[src/core_alu_pkg.sv]
// shared types and constants for the core alu instruction block
package core_alu_pkg;

   localparam int          DATA_W      = 8;          // data path width
   localparam int          PC_W        = 11;         // program counter width
   localparam int          STACK_DEPTH = 8;          // hardware stack levels
   localparam int          SP_W        = 3;          // stack pointer width
   localparam int          MEM_DEPTH   = 256;        // data memory registers
   localparam logic [7:0]  ACC_RST     = 8'h00;      // accumulator after reset
   localparam logic [10:0] PC_RST      = 11'h000;    // program counter after reset
   localparam logic [2:0]  SP_RST      = 3'h0;       // stack pointer after reset
   localparam logic [7:0]  ALL_ONES    = 8'hFF;      // set-register value
   localparam logic [7:0]  BIT_ONE     = 8'h01;      // single bit mask seed
   localparam logic [7:0]  ZERO_BYTE   = 8'h00;      // zero compare value
   localparam int          CYC_ONE     = 1;          // single cycle instruction
   localparam int          CYC_TWO     = 2;          // two cycle instruction

   // instruction operation codes
   typedef enum logic [5:0] {
      no_operation, rev_sub_to_reg, rev_sub_carry_to_acc, rev_sub_carry_to_reg,
      increment_to_acc, increment_to_reg, jump_uncond, move_to_acc, move_to_reg,
      load_immediate, or_immediate, or_reg_to_acc, or_reg_to_reg,
      return_sub, return_value, return_interrupt,
      rot_left_carry_acc, rot_left_carry_reg, rot_left_acc, rot_left_reg,
      rot_right_carry_acc, rot_right_carry_reg, rot_right_acc, rot_right_reg,
      set_all_reg, set_one_bit, sleep_enter, sub_immediate,
      fwd_sub_to_acc, fwd_sub_to_reg, fwd_sub_carry_acc, fwd_sub_carry_reg,
      nibble_swap_acc, nibble_swap_reg
   } op_e;

   // one issued instruction
   typedef struct packed {
      op_e         op;       // operation
      logic [7:0]  addr;     // data memory register address
      logic [2:0]  bitsel;   // bit number for set_one_bit
      logic [7:0]  imm;      // immediate operand
      logic [10:0] target;   // jump target
   } instr_s;

   // status flags
   typedef struct packed {
      logic carry_flag;
      logic digit_carry_flag;
      logic zero_flag;
      logic overflow_flag;
      logic timeout_flag;
      logic powerdown_flag;
   } flags_s;

   // register write-back report
   typedef struct packed {
      logic       valid;
      logic [7:0] addr;
      logic [7:0] data;
   } wb_s;

   // subtract result
   typedef struct packed {
      logic [7:0] res;
      logic       c;
      logic       dc;
      logic       ov;
   } arith_s;

   localparam flags_s FLAGS_RST = '{default: 1'b0, timeout_flag: 1'b1,
                                    powerdown_flag: 1'b1};

endpackage

[src/core_alu.sv]
// core alu executing subtract, increment, move, or, rotate, set, return, sleep and swap
//
// Overview of operation
// RULE_01: reverse subtract with carry: acc-reg-c to reg or acc
// RULE_02: increment register, to reg or acc, z only
// RULE_03: jump loads target, two cycles, flags kept
// RULE_04: move register to acc, updates zero flag
// RULE_05: move acc to register, no flags
// RULE_06: load immediate into acc, no flags
// RULE_07: or with reg or immediate, z only
// RULE_08: return pops stack, two cycles, no flags
// RULE_09: return also loads immediate into acc
// RULE_10: rotate left through carry, carry only
// RULE_11: rotate left without carry, no flags
// RULE_12: rotate right through carry, carry only
// RULE_13: rotate right without carry, no flags
// RULE_14: set register to all ones, no flags
// RULE_15: set one selected bit, no flags
// RULE_16: sleep sets timeout, clears powerdown, halts core
// RULE_17: forward subtract reg-acc, arithmetic flags
// RULE_18: forward subtract with carry reg-acc-c
// RULE_19: swap nibbles to reg or acc, no flags
// RULE_20: interrupt return pops stack, two cycles
// RULE_21: immediate minus acc into acc, arithmetic flags
`timescale 1ns/10ps
`default_nettype none

module core_alu (
   // clock and reset
   input  wire logic                  I_CLK,
   input  wire logic                  I_RST,
   // instruction issue
   input  wire logic                  I_VALID,
   input  wire core_alu_pkg::instr_s  I_INSTR,
   // stack push from the call sequencer
   input  wire logic                  I_PUSH,
   input  wire logic [10:0]           I_PUSH_ADDR,
   // wake request pin
   input  wire logic                  I_WAKE,
   // core state
   output logic [7:0]                 O_ACC,
   output core_alu_pkg::flags_s       O_FLAGS,
   output logic [10:0]                O_PC,
   output logic                       O_BUSY,
   output logic                       O_SLEEP,
   output core_alu_pkg::wb_s          O_WB
);
   import core_alu_pkg::*;

   logic [7:0]  mem [MEM_DEPTH];      // data memory registers
   logic [10:0] stack [STACK_DEPTH];  // return address stack
   logic [2:0]  sp;                   // next free stack slot
   logic        wake_s1;              // wake synchroniser stages
   logic        wake_s2;
   logic        wake_s3;
   logic        take;                 // instruction accepted this cycle
   logic [7:0]  rd;                   // addressed register value
   logic [7:0]  next_res;             // result byte
   logic        wr_acc;               // result goes to accumulator
   logic        wr_reg;               // result goes to register
   logic        upd_z;                // zero flag follows result
   logic        upd_arith;            // c, dc, ov follow subtract
   logic        upd_c;                // carry follows rotate
   logic        next_c;               // rotate carry out
   logic        two_cyc;              // instruction needs a second cycle
   logic        do_jump;              // load pc from target
   logic        do_pop;               // load pc from stack
   logic        do_sleep;             // enter sleep
   arith_s      ar;                   // subtract flags

   // subtract a-b-borrow with no-borrow carry semantics
   function automatic arith_s sub_op(input logic [7:0] a, input logic [7:0] b,
                                     input logic bin);
      arith_s     r;
      logic [8:0] d;
      logic [4:0] h;
      d     = {1'b0, a} - {1'b0, b} - {8'h00, bin};
      h     = {1'b0, a[3:0]} - {1'b0, b[3:0]} - {4'h0, bin};
      r.res = d[7:0];
      r.c   = ~d[8];
      r.dc  = ~h[4];
      r.ov  = (a[7] ^ b[7]) & (a[7] ^ d[7]);
      return r;
   endfunction

   // requests are refused while busy or asleep
   assign take = I_VALID & ~O_BUSY & ~O_SLEEP;
   assign rd   = mem[I_INSTR.addr];

   // instruction decode and result computation
   always_comb begin
      next_res  = ZERO_BYTE;
      wr_acc    = 1'b0;
      wr_reg    = 1'b0;
      upd_z     = 1'b0;
      upd_arith = 1'b0;
      upd_c     = 1'b0;
      next_c    = O_FLAGS.carry_flag;
      two_cyc   = 1'b0;
      do_jump   = 1'b0;
      do_pop    = 1'b0;
      do_sleep  = 1'b0;
      ar        = '0;
      case (I_INSTR.op)
         rev_sub_to_reg, rev_sub_carry_to_acc, rev_sub_carry_to_reg: begin
            // acc minus reg, borrow only on the carry forms
            ar        = sub_op(O_ACC, rd, (I_INSTR.op != rev_sub_to_reg) &
                               O_FLAGS.carry_flag);                      // [RULE_01]
            next_res  = ar.res;
            upd_arith = 1'b1;
            upd_z     = 1'b1;
            wr_acc    = (I_INSTR.op == rev_sub_carry_to_acc);
            wr_reg    = ~wr_acc;
         end
         fwd_sub_to_acc, fwd_sub_to_reg: begin
            ar        = sub_op(rd, O_ACC, 1'b0);                          // [RULE_17]
            next_res  = ar.res;
            upd_arith = 1'b1;
            upd_z     = 1'b1;
            wr_acc    = (I_INSTR.op == fwd_sub_to_acc);
            wr_reg    = ~wr_acc;
         end
         fwd_sub_carry_acc, fwd_sub_carry_reg: begin
            ar        = sub_op(rd, O_ACC, O_FLAGS.carry_flag);            // [RULE_18]
            next_res  = ar.res;
            upd_arith = 1'b1;
            upd_z     = 1'b1;
            wr_acc    = (I_INSTR.op == fwd_sub_carry_acc);
            wr_reg    = ~wr_acc;
         end
         sub_immediate: begin
            ar        = sub_op(I_INSTR.imm, O_ACC, 1'b0);                 // [RULE_21]
            next_res  = ar.res;
            upd_arith = 1'b1;
            upd_z     = 1'b1;
            wr_acc    = 1'b1;
         end
         increment_to_acc, increment_to_reg: begin
            next_res = rd + BIT_ONE;                                      // [RULE_02]
            upd_z    = 1'b1;
            wr_acc   = (I_INSTR.op == increment_to_acc);
            wr_reg   = ~wr_acc;
         end
         jump_uncond: begin
            do_jump = 1'b1;                                               // [RULE_03]
            two_cyc = 1'b1;
         end
         move_to_acc: begin
            next_res = rd;                                                // [RULE_04]
            upd_z    = 1'b1;
            wr_acc   = 1'b1;
         end
         move_to_reg: begin
            next_res = O_ACC;                                             // [RULE_05]
            wr_reg   = 1'b1;
         end
         load_immediate: begin
            next_res = I_INSTR.imm;                                       // [RULE_06]
            wr_acc   = 1'b1;
         end
         or_immediate: begin
            next_res = O_ACC | I_INSTR.imm;                               // [RULE_07]
            upd_z    = 1'b1;
            wr_acc   = 1'b1;
         end
         or_reg_to_acc, or_reg_to_reg: begin
            next_res = O_ACC | rd;                                        // [RULE_07]
            upd_z    = 1'b1;
            wr_acc   = (I_INSTR.op == or_reg_to_acc);
            wr_reg   = ~wr_acc;
         end
         return_sub, return_interrupt: begin
            do_pop  = 1'b1;                                               // [RULE_08] [RULE_20]
            two_cyc = 1'b1;
         end
         return_value: begin
            do_pop   = 1'b1;                                              // [RULE_09]
            two_cyc  = 1'b1;
            next_res = I_INSTR.imm;
            wr_acc   = 1'b1;
         end
         rot_left_carry_acc, rot_left_carry_reg: begin
            next_res = {rd[6:0], O_FLAGS.carry_flag};                     // [RULE_10]
            next_c   = rd[7];
            upd_c    = 1'b1;
            wr_acc   = (I_INSTR.op == rot_left_carry_acc);
            wr_reg   = ~wr_acc;
         end
         rot_left_acc, rot_left_reg: begin
            next_res = {rd[6:0], rd[7]};                                  // [RULE_11]
            wr_acc   = (I_INSTR.op == rot_left_acc);
            wr_reg   = ~wr_acc;
         end
         rot_right_carry_acc, rot_right_carry_reg: begin
            next_res = {O_FLAGS.carry_flag, rd[7:1]};                     // [RULE_12]
            next_c   = rd[0];
            upd_c    = 1'b1;
            wr_acc   = (I_INSTR.op == rot_right_carry_acc);
            wr_reg   = ~wr_acc;
         end
         rot_right_acc, rot_right_reg: begin
            next_res = {rd[0], rd[7:1]};                                  // [RULE_13]
            wr_acc   = (I_INSTR.op == rot_right_acc);
            wr_reg   = ~wr_acc;
         end
         set_all_reg: begin
            next_res = ALL_ONES;                                          // [RULE_14]
            wr_reg   = 1'b1;
         end
         set_one_bit: begin
            next_res = rd | (BIT_ONE << I_INSTR.bitsel);                  // [RULE_15]
            wr_reg   = 1'b1;
         end
         sleep_enter: begin
            do_sleep = 1'b1;                                              // [RULE_16]
         end
         nibble_swap_acc, nibble_swap_reg: begin
            next_res = {rd[3:0], rd[7:4]};                                // [RULE_19]
            wr_acc   = (I_INSTR.op == nibble_swap_acc);
            wr_reg   = ~wr_acc;
         end
         default: begin
            // no_operation: only the pc advances
         end
      endcase
   end

   // wake pin synchroniser, three stages
   always_ff @(posedge I_CLK) begin
      if (I_RST) begin
         wake_s1 <= 1'b0;
         wake_s2 <= 1'b0;
         wake_s3 <= 1'b0;
      end else begin
         wake_s1 <= I_WAKE;
         wake_s2 <= wake_s1;
         wake_s3 <= wake_s2;
      end
   end

   // sleep state: entered by instruction, left on an agreed wake level
   always_ff @(posedge I_CLK) begin
      if (I_RST) begin
         O_SLEEP <= 1'b0;
      end else if (take & do_sleep) begin
         O_SLEEP <= 1'b1;                                                 // [RULE_16]
      end else if (wake_s2 & wake_s3) begin
         O_SLEEP <= 1'b0;
      end
   end

   // second cycle of two cycle instructions
   always_ff @(posedge I_CLK) begin
      if (I_RST) begin
         O_BUSY <= 1'b0;
      end else begin
         O_BUSY <= take & two_cyc;                                        // [RULE_03] [RULE_08]
      end
   end

   // program counter
   always_ff @(posedge I_CLK) begin
      if (I_RST) begin
         O_PC <= PC_RST;
      end else if (take) begin
         if (do_jump) begin
            O_PC <= I_INSTR.target;                                       // [RULE_03]
         end else if (do_pop) begin
            O_PC <= stack[sp - 3'h1];                                     // [RULE_08] [RULE_20]
         end else begin
            O_PC <= O_PC + 11'h001;
         end
      end
   end

   // return stack, circular over its eight levels
   always_ff @(posedge I_CLK) begin
      if (I_RST) begin
         sp <= SP_RST;
      end else if (take & do_pop) begin
         sp <= sp - 3'h1;
      end else if (I_PUSH) begin
         stack[sp] <= I_PUSH_ADDR;
         sp        <= sp + 3'h1;
      end
   end

   // accumulator
   always_ff @(posedge I_CLK) begin
      if (I_RST) begin
         O_ACC <= ACC_RST;
      end else if (take & wr_acc) begin
         O_ACC <= next_res;
      end
   end

   // data memory write and its report
   always_ff @(posedge I_CLK) begin
      if (I_RST) begin
         O_WB <= '0;
      end else begin
         O_WB.valid <= take & wr_reg;
         O_WB.addr  <= I_INSTR.addr;
         O_WB.data  <= next_res;
         if (take & wr_reg) begin
            mem[I_INSTR.addr] <= next_res;
         end
      end
   end

   // status flags, each only when its instruction affects it
   always_ff @(posedge I_CLK) begin
      if (I_RST) begin
         O_FLAGS <= FLAGS_RST;
      end else if (take) begin
         if (upd_z) begin
            O_FLAGS.zero_flag <= (next_res == ZERO_BYTE);
         end
         if (upd_arith) begin
            O_FLAGS.carry_flag       <= ar.c;
            O_FLAGS.digit_carry_flag <= ar.dc;
            O_FLAGS.overflow_flag    <= ar.ov;
         end
         if (upd_c) begin
            O_FLAGS.carry_flag <= next_c;
         end
         if (do_sleep) begin
            O_FLAGS.timeout_flag   <= 1'b1;
            O_FLAGS.powerdown_flag <= 1'b0;
         end
      end
   end

   property p_rev_sub;
      @(posedge I_CLK) disable iff (I_RST)
      take && I_INSTR.op == rev_sub_carry_to_reg |=>
         O_WB.valid && O_WB.data == $past(O_ACC - rd - {7'h0, O_FLAGS.carry_flag});
   endproperty
   a_rev_sub: assert property (p_rev_sub) else $error("reverse subtract wrong"); // [RULE_01]

   property p_inc;
      @(posedge I_CLK) disable iff (I_RST)
      take && I_INSTR.op == increment_to_acc |=>
         O_ACC == $past(rd + 8'h01) && O_FLAGS.carry_flag == $past(O_FLAGS.carry_flag);
   endproperty
   a_inc: assert property (p_inc) else $error("increment wrong"); // [RULE_02]

   property p_jump;
      @(posedge I_CLK) disable iff (I_RST)
      take && I_INSTR.op == jump_uncond |=>
         O_PC == $past(I_INSTR.target) && O_BUSY && O_FLAGS == $past(O_FLAGS) ##1 !O_BUSY;
   endproperty
   a_jump: assert property (p_jump) else $error("jump wrong"); // [RULE_03]

   property p_move_acc;
      @(posedge I_CLK) disable iff (I_RST)
      take && I_INSTR.op == move_to_acc |=>
         O_ACC == $past(rd) && O_FLAGS.zero_flag == (O_ACC == 8'h00);
   endproperty
   a_move_acc: assert property (p_move_acc) else $error("move to acc wrong"); // [RULE_04]

   property p_move_reg;
      @(posedge I_CLK) disable iff (I_RST)
      take && I_INSTR.op == move_to_reg |=>
         O_WB.valid && O_WB.data == $past(O_ACC) && $stable(O_FLAGS);
   endproperty
   a_move_reg: assert property (p_move_reg) else $error("move to reg wrong"); // [RULE_05]

   property p_load_imm;
      @(posedge I_CLK) disable iff (I_RST)
      take && I_INSTR.op == load_immediate |=> O_ACC == $past(I_INSTR.imm) && $stable(O_FLAGS);
   endproperty
   a_load_imm: assert property (p_load_imm) else $error("load immediate wrong"); // [RULE_06]

   property p_or_imm;
      @(posedge I_CLK) disable iff (I_RST)
      take && I_INSTR.op == or_immediate |=> O_ACC == $past(O_ACC | I_INSTR.imm);
   endproperty
   a_or_imm: assert property (p_or_imm) else $error("or immediate wrong"); // [RULE_07]

   property p_rot_lc;
      @(posedge I_CLK) disable iff (I_RST)
      take && I_INSTR.op == rot_left_carry_acc |=>
         O_ACC == $past({rd[6:0], O_FLAGS.carry_flag}) && O_FLAGS.carry_flag == $past(rd[7]);
   endproperty
   a_rot_lc: assert property (p_rot_lc) else $error("rotate left carry wrong"); // [RULE_10]

   property p_sleep;
      @(posedge I_CLK) disable iff (I_RST)
      take && I_INSTR.op == sleep_enter |=>
         O_SLEEP && O_FLAGS.timeout_flag && !O_FLAGS.powerdown_flag;
   endproperty
   a_sleep: assert property (p_sleep) else $error("sleep entry wrong"); // [RULE_16]

   property p_swap;
      @(posedge I_CLK) disable iff (I_RST)
      take && I_INSTR.op == nibble_swap_reg |=>
         O_WB.valid && O_WB.data == $past({rd[3:0], rd[7:4]}) && $stable(O_FLAGS);
   endproperty
   a_swap: assert property (p_swap) else $error("nibble swap wrong"); // [RULE_19]

endmodule

`default_nettype wire

[config.mk]
export PLATFORM = sky130hd
export DESIGN_NAME = core_alu
export DESIGN_NICKNAME = d
export VERILOG_FILES = /design/src/core_alu_pkg.sv /design/src/core_alu.sv
export SDC_FILE = /design/constraint.sdc
export NUM_CORES = 2
export LEC_CHECK = 0
export BUFFER_PORTS_ARGS = -buffer_cell sky130_fd_sc_hd__buf_2
export CAP_MARGIN = 10
export CORE_MARGIN = 1.5
export CORE_UTILIZATION = 55
export CTS_CLUSTER_SIZE = 16
export DETAILED_ROUTE_END_ITERATION = 16
export GPL_TIMING_DRIVEN = 0
export HOLD_SLACK_MARGIN = 0.06
export PLACE_DENSITY = 0.71
export REMOVE_ABC_BUFFERS = 1
export SETUP_SLACK_MARGIN = 0.3
export SYNTH_ARGS = -nofsm -noshare
export SYNTH_HDL_FRONTEND = slang
export SYNTH_SLANG_ARGS = --single-unit
[constraint.sdc]
create_clock -name I_CLK -period 33.3 [get_ports I_CLK]
set_input_delay 3.33 -clock I_CLK [delete_from_list [all_inputs] [get_ports I_CLK]]
set_output_delay 3.33 -clock I_CLK [all_outputs]
set_load 0.02 [all_outputs]
==> summary.txt <==
Hold path
  • HP Start: wake_s1
  • Hold depth: 1
  • Hold Crit Class: register to register

Timing
  • Fin crit share: between 30 and 40%
  • Post-route minimum period: 12200 ps
  • Slew HR: ~10%
  • Slew Limit Fails: 0
  • Tightest Pin Transition: 1350 ps
  • Max Fclk: about 0.08 GHz
  • Final setup fails: 0
  • Final Skew: 38.5 ps
  • TNS Setup: 0 ps
  • RSZ-0062 raised after global routing: no
  • Fin. Hold Viols: 0

Worst setup path
  • Worst Path Arrival: around 13000 ps
  • Worst Setup Path Type: input pin to register
  • CP Max Fanout: 170
  • R2R cell count: 22
  • Crit end category: register
  • Startpoint types: input pin
  • CP Launch Point: I_INSTR[23]
  • Worst Path Required: 33640 ps
  • R2r startpoint: mem[165][0]

Routing
  • Final ANT Viol Nets: 0
  • Initial drt markers: 6469
  • Post-route DRC: 0
  • Via Count: roughly 47000
  • Final wirelength: around 230 mm
  • DR vias/cell: between 6 and 7
  • DRT Pass-1 Iters: 7
  • Wire per inst: 32.0 um

Power and ir drop
  • Reg power frac: between 50 and 60%
  • P_sw: approximately 0.0014 W
  • Combinational fraction of design power: a little under 9%
  • Peak supply drop: around 65 uV
  • Int Pwr: roughly 0.0047 W
  • Power consumption: around 0.0061 W
  • Leakage: 32.3 nW
  • PwrDens: between 60 and 70 nW/um2
  • Sw frac: between 20% and 30%
  • Clock Power Share: roughly two fifths

Synth
  • XOR/XNOR Fraction of Synth Area: 0.332%
  • Area share of the largest cell type after synthesis: between 70 and 80%
  • Leading area contributor after synthesis: edfxtp_1
  • Asr flop ratio synth: 0%
  • Synth Area in Adders: less than 1%
  • Post-synth top cells: 2136 x edfxtp_1, 388 x mux4_2, 381 x nor2_1, 343 x mux2i_1, 149 x nand2_1
  • Post-synthesis mux area share: 14.4%
  • Synthesized area: ~89000 um2
  • Main combinational cell family by area after synthesis: multiplexers
  • Post-synth EDFFs: approximately 2100
  • Ys flop type: edfxtp_1
  • #FFs+latches synth: 2185
  • Largest cells by area after synthesis: edfxtp_1 72%, mux4_2 9.9%, mux2i_1 3.9%
  • Most frequent cell after synthesis: edfxtp_1
  • Register area share after synthesis: 73.5%
  • Avg Cell Area, Syn: ~19 um2
  • Yosys warns: 0
  • Simple-gate area share of the yosys netlist: about 4.4%
  • Synth cell types: 96
  • Synth Area in Compound Gates: under 10%
  • Cells after synthesis: 4747

Floorplanning
  • Core area: around 160000 um2
  • Row cnt: ~150
  • Die H: about 400 um
  • Initial Utilization: 55.3%
  • Io pins: 96
  • Die W: between 400 and 500 um
  • Area of the die: 164000 um2

Clock tree
  • Clock sink count: ~2200
  • Max H-tree Level: 4
  • Clk_lat worst skew: 850 ps
  • # Post-CTS Setup Buffers: 0
  • Cts hold-fix bufs: 0
  • Maximum root-to-sink buffer count: 3
  • Reg clk slew, reported paths: 60 ps
  • CTS resizes: 0
  • TritonCTS clock tree: built
  • TritonCTS buffer count: ~200
  • Root Driver: clkbuf_16

Global routing
  • Largest net degree at the start of global routing: about 170
  • Number of antenna violations at the first check in global routing: 6
  • All-Layer GR Usage: ~28%
  • Vias in the first global route: 46409
  • GRT overflow: 0
  • First-pass GRT wire length: 331 mm

Place
  • Placed Cells incl. Taps: 6810
  • Post-DP HPWL: between 100 and 150 mm
  • IO buf count: 94
  • Routability congestion estimate: a little over 0.9
  • Placed Instance Area: between 90000 and 100000 um2

Final layout
  • Share of cells above drive strength 1: 19.1%
  • Finished Layout Cells: 7203
  • Post-route cell area: just under 100000 um2
  • Net count reported at finish: 4963
  • FILL cells: 10985
  • Layout area overhead: 11.5%

Run
  • Max Cap Viol: 0

Status
  • Outcome: completed
-- worst max-delay path, stage by stage --
cell       delay (ps)
buf_8             310
buf_16            380
buf_16            480
buf_16            390
buf_16            490
mux4_2            600
mux2i_1           290
o22ai_1           130
nor4_1            650
nor3_1            330
o22a_1            550
ha_1              410
nor2b_1           120
o21ai_0           220
nor3b_1           550
o21ai_0           270
a2111oi_0         660
xnor3_1           230
nor2_1             40
a2111oi_0         380
o211a_1           430
inv_8             250
buf_16            310
-- state kept, by name, summed over array words and instances (netlist names) --
name / count
wake_s2: 1
wake_s3: 1
O_SLEEP: 1
O_PC: 11
O_BUSY: 1
O_WB: 17
mem: 2048
O_ACC: 8
stack: 88
O_FLAGS: 5
sp: 3
wake_s1: 1
-- logic make-up after synthesis --
kind of cell | count (synthesis)
buffers and inverters | 349
AO/OA/AOI/OAI | 539
other | 1
flip-flops | 2185
AND/OR/NAND/NOR | 833
XOR/XNOR | 32
multiplexers | 759
adder cells (fa/ha/maj) | 49
-- path summary, 6_finish.rpt --
check,to,slack (ps)
worst max-delay path,mem[246][6],21100
worst min-delay path,wake_s2,440
worst max register to register,mem[246][6],25610
worst min register to register,wake_s2,440
-- stage by stage --
stage | setup WS (ps) | utilization, % | hold WS [ps]
6_report | 21100 | 61.7 | 438
5_1_grt | 20680 | 61.7 | 444
4_1_cts | 21110 | 61.7 | 437
3_5_place_dp | 20230 | 57.4 | 423
3_3_place_gp | -10250 | 56.2 | 425
2_1_floorplan | 19540 | - | 414
-- cell type report --
cell class	count	area (um2)	share of cell area (%)
Timing Repair Buffer	191	2310	2.34
Clock inverter	131	1390	1.41
Clock buffer	253	5390	5.46
Sequential cell	2185	65100	65.9
Tap cell	2160	2700	2.73
Inverter	65	289	0.292
Multi-Input combinational cell	2213	21600	21.9
Antenna cell	5	12.5	0.0127
-- power groups by stage --
| stage | Combinational [W] | Sequential, W | Clock [W] |
|---|---|---|---|
| final | 0.000538 | 0.00315 | 0.00237 |
| after global routing | 0.000566 | 0.00315 | 0.00248 |
| after CTS | 0.000532 | 0.00315 | 0.00238 |
| after detailed placement | 0.000530 | 0.00321 | 0 |
| after global placement | 0.000555 | 0.00329 | 0 |
| after floorplan | 0.000255 | 0.00325 | 0 |
-- cells in the final DEF, fill, tap and decap left out, types with 12 or more instances in the layout --
master,n
bufinv_16,26
xnor2_1,24
a31oi_1,22
nand3_1,84
nand2_1,139
mux2i_1,343
a22oi_1,123
nor4_1,15
o21ai_0,56
nor2_1,378
nor3_1,38
clkbuf_1,42
ha_1,44
dfxtp_1,48
clkinv_1,36
mux4_2,388
mux4_1,21
buf_12,22
o22ai_1,50
a211oi_1,38
clkbuf_16,207
buf_2,93
a22o_1,13
buf_16,38
buf_4,25
nor2b_1,25
and3_1,16
o22a_1,12
a21oi_1,77
edfxtp_1,2136
clkinv_2,42
nand4_1,16
and2_1,12
a221oi_1,29
nand2b_1,18
inv_1,57
-- layer usage --
layer  GRT usage, %  wire length [um]
met5              0                54
met4           11.5              9940
met3           6.05             22900
met2           44.6            111000
met1           38.9             86900
Note: power is estimated with default switching activity, not from simulation.
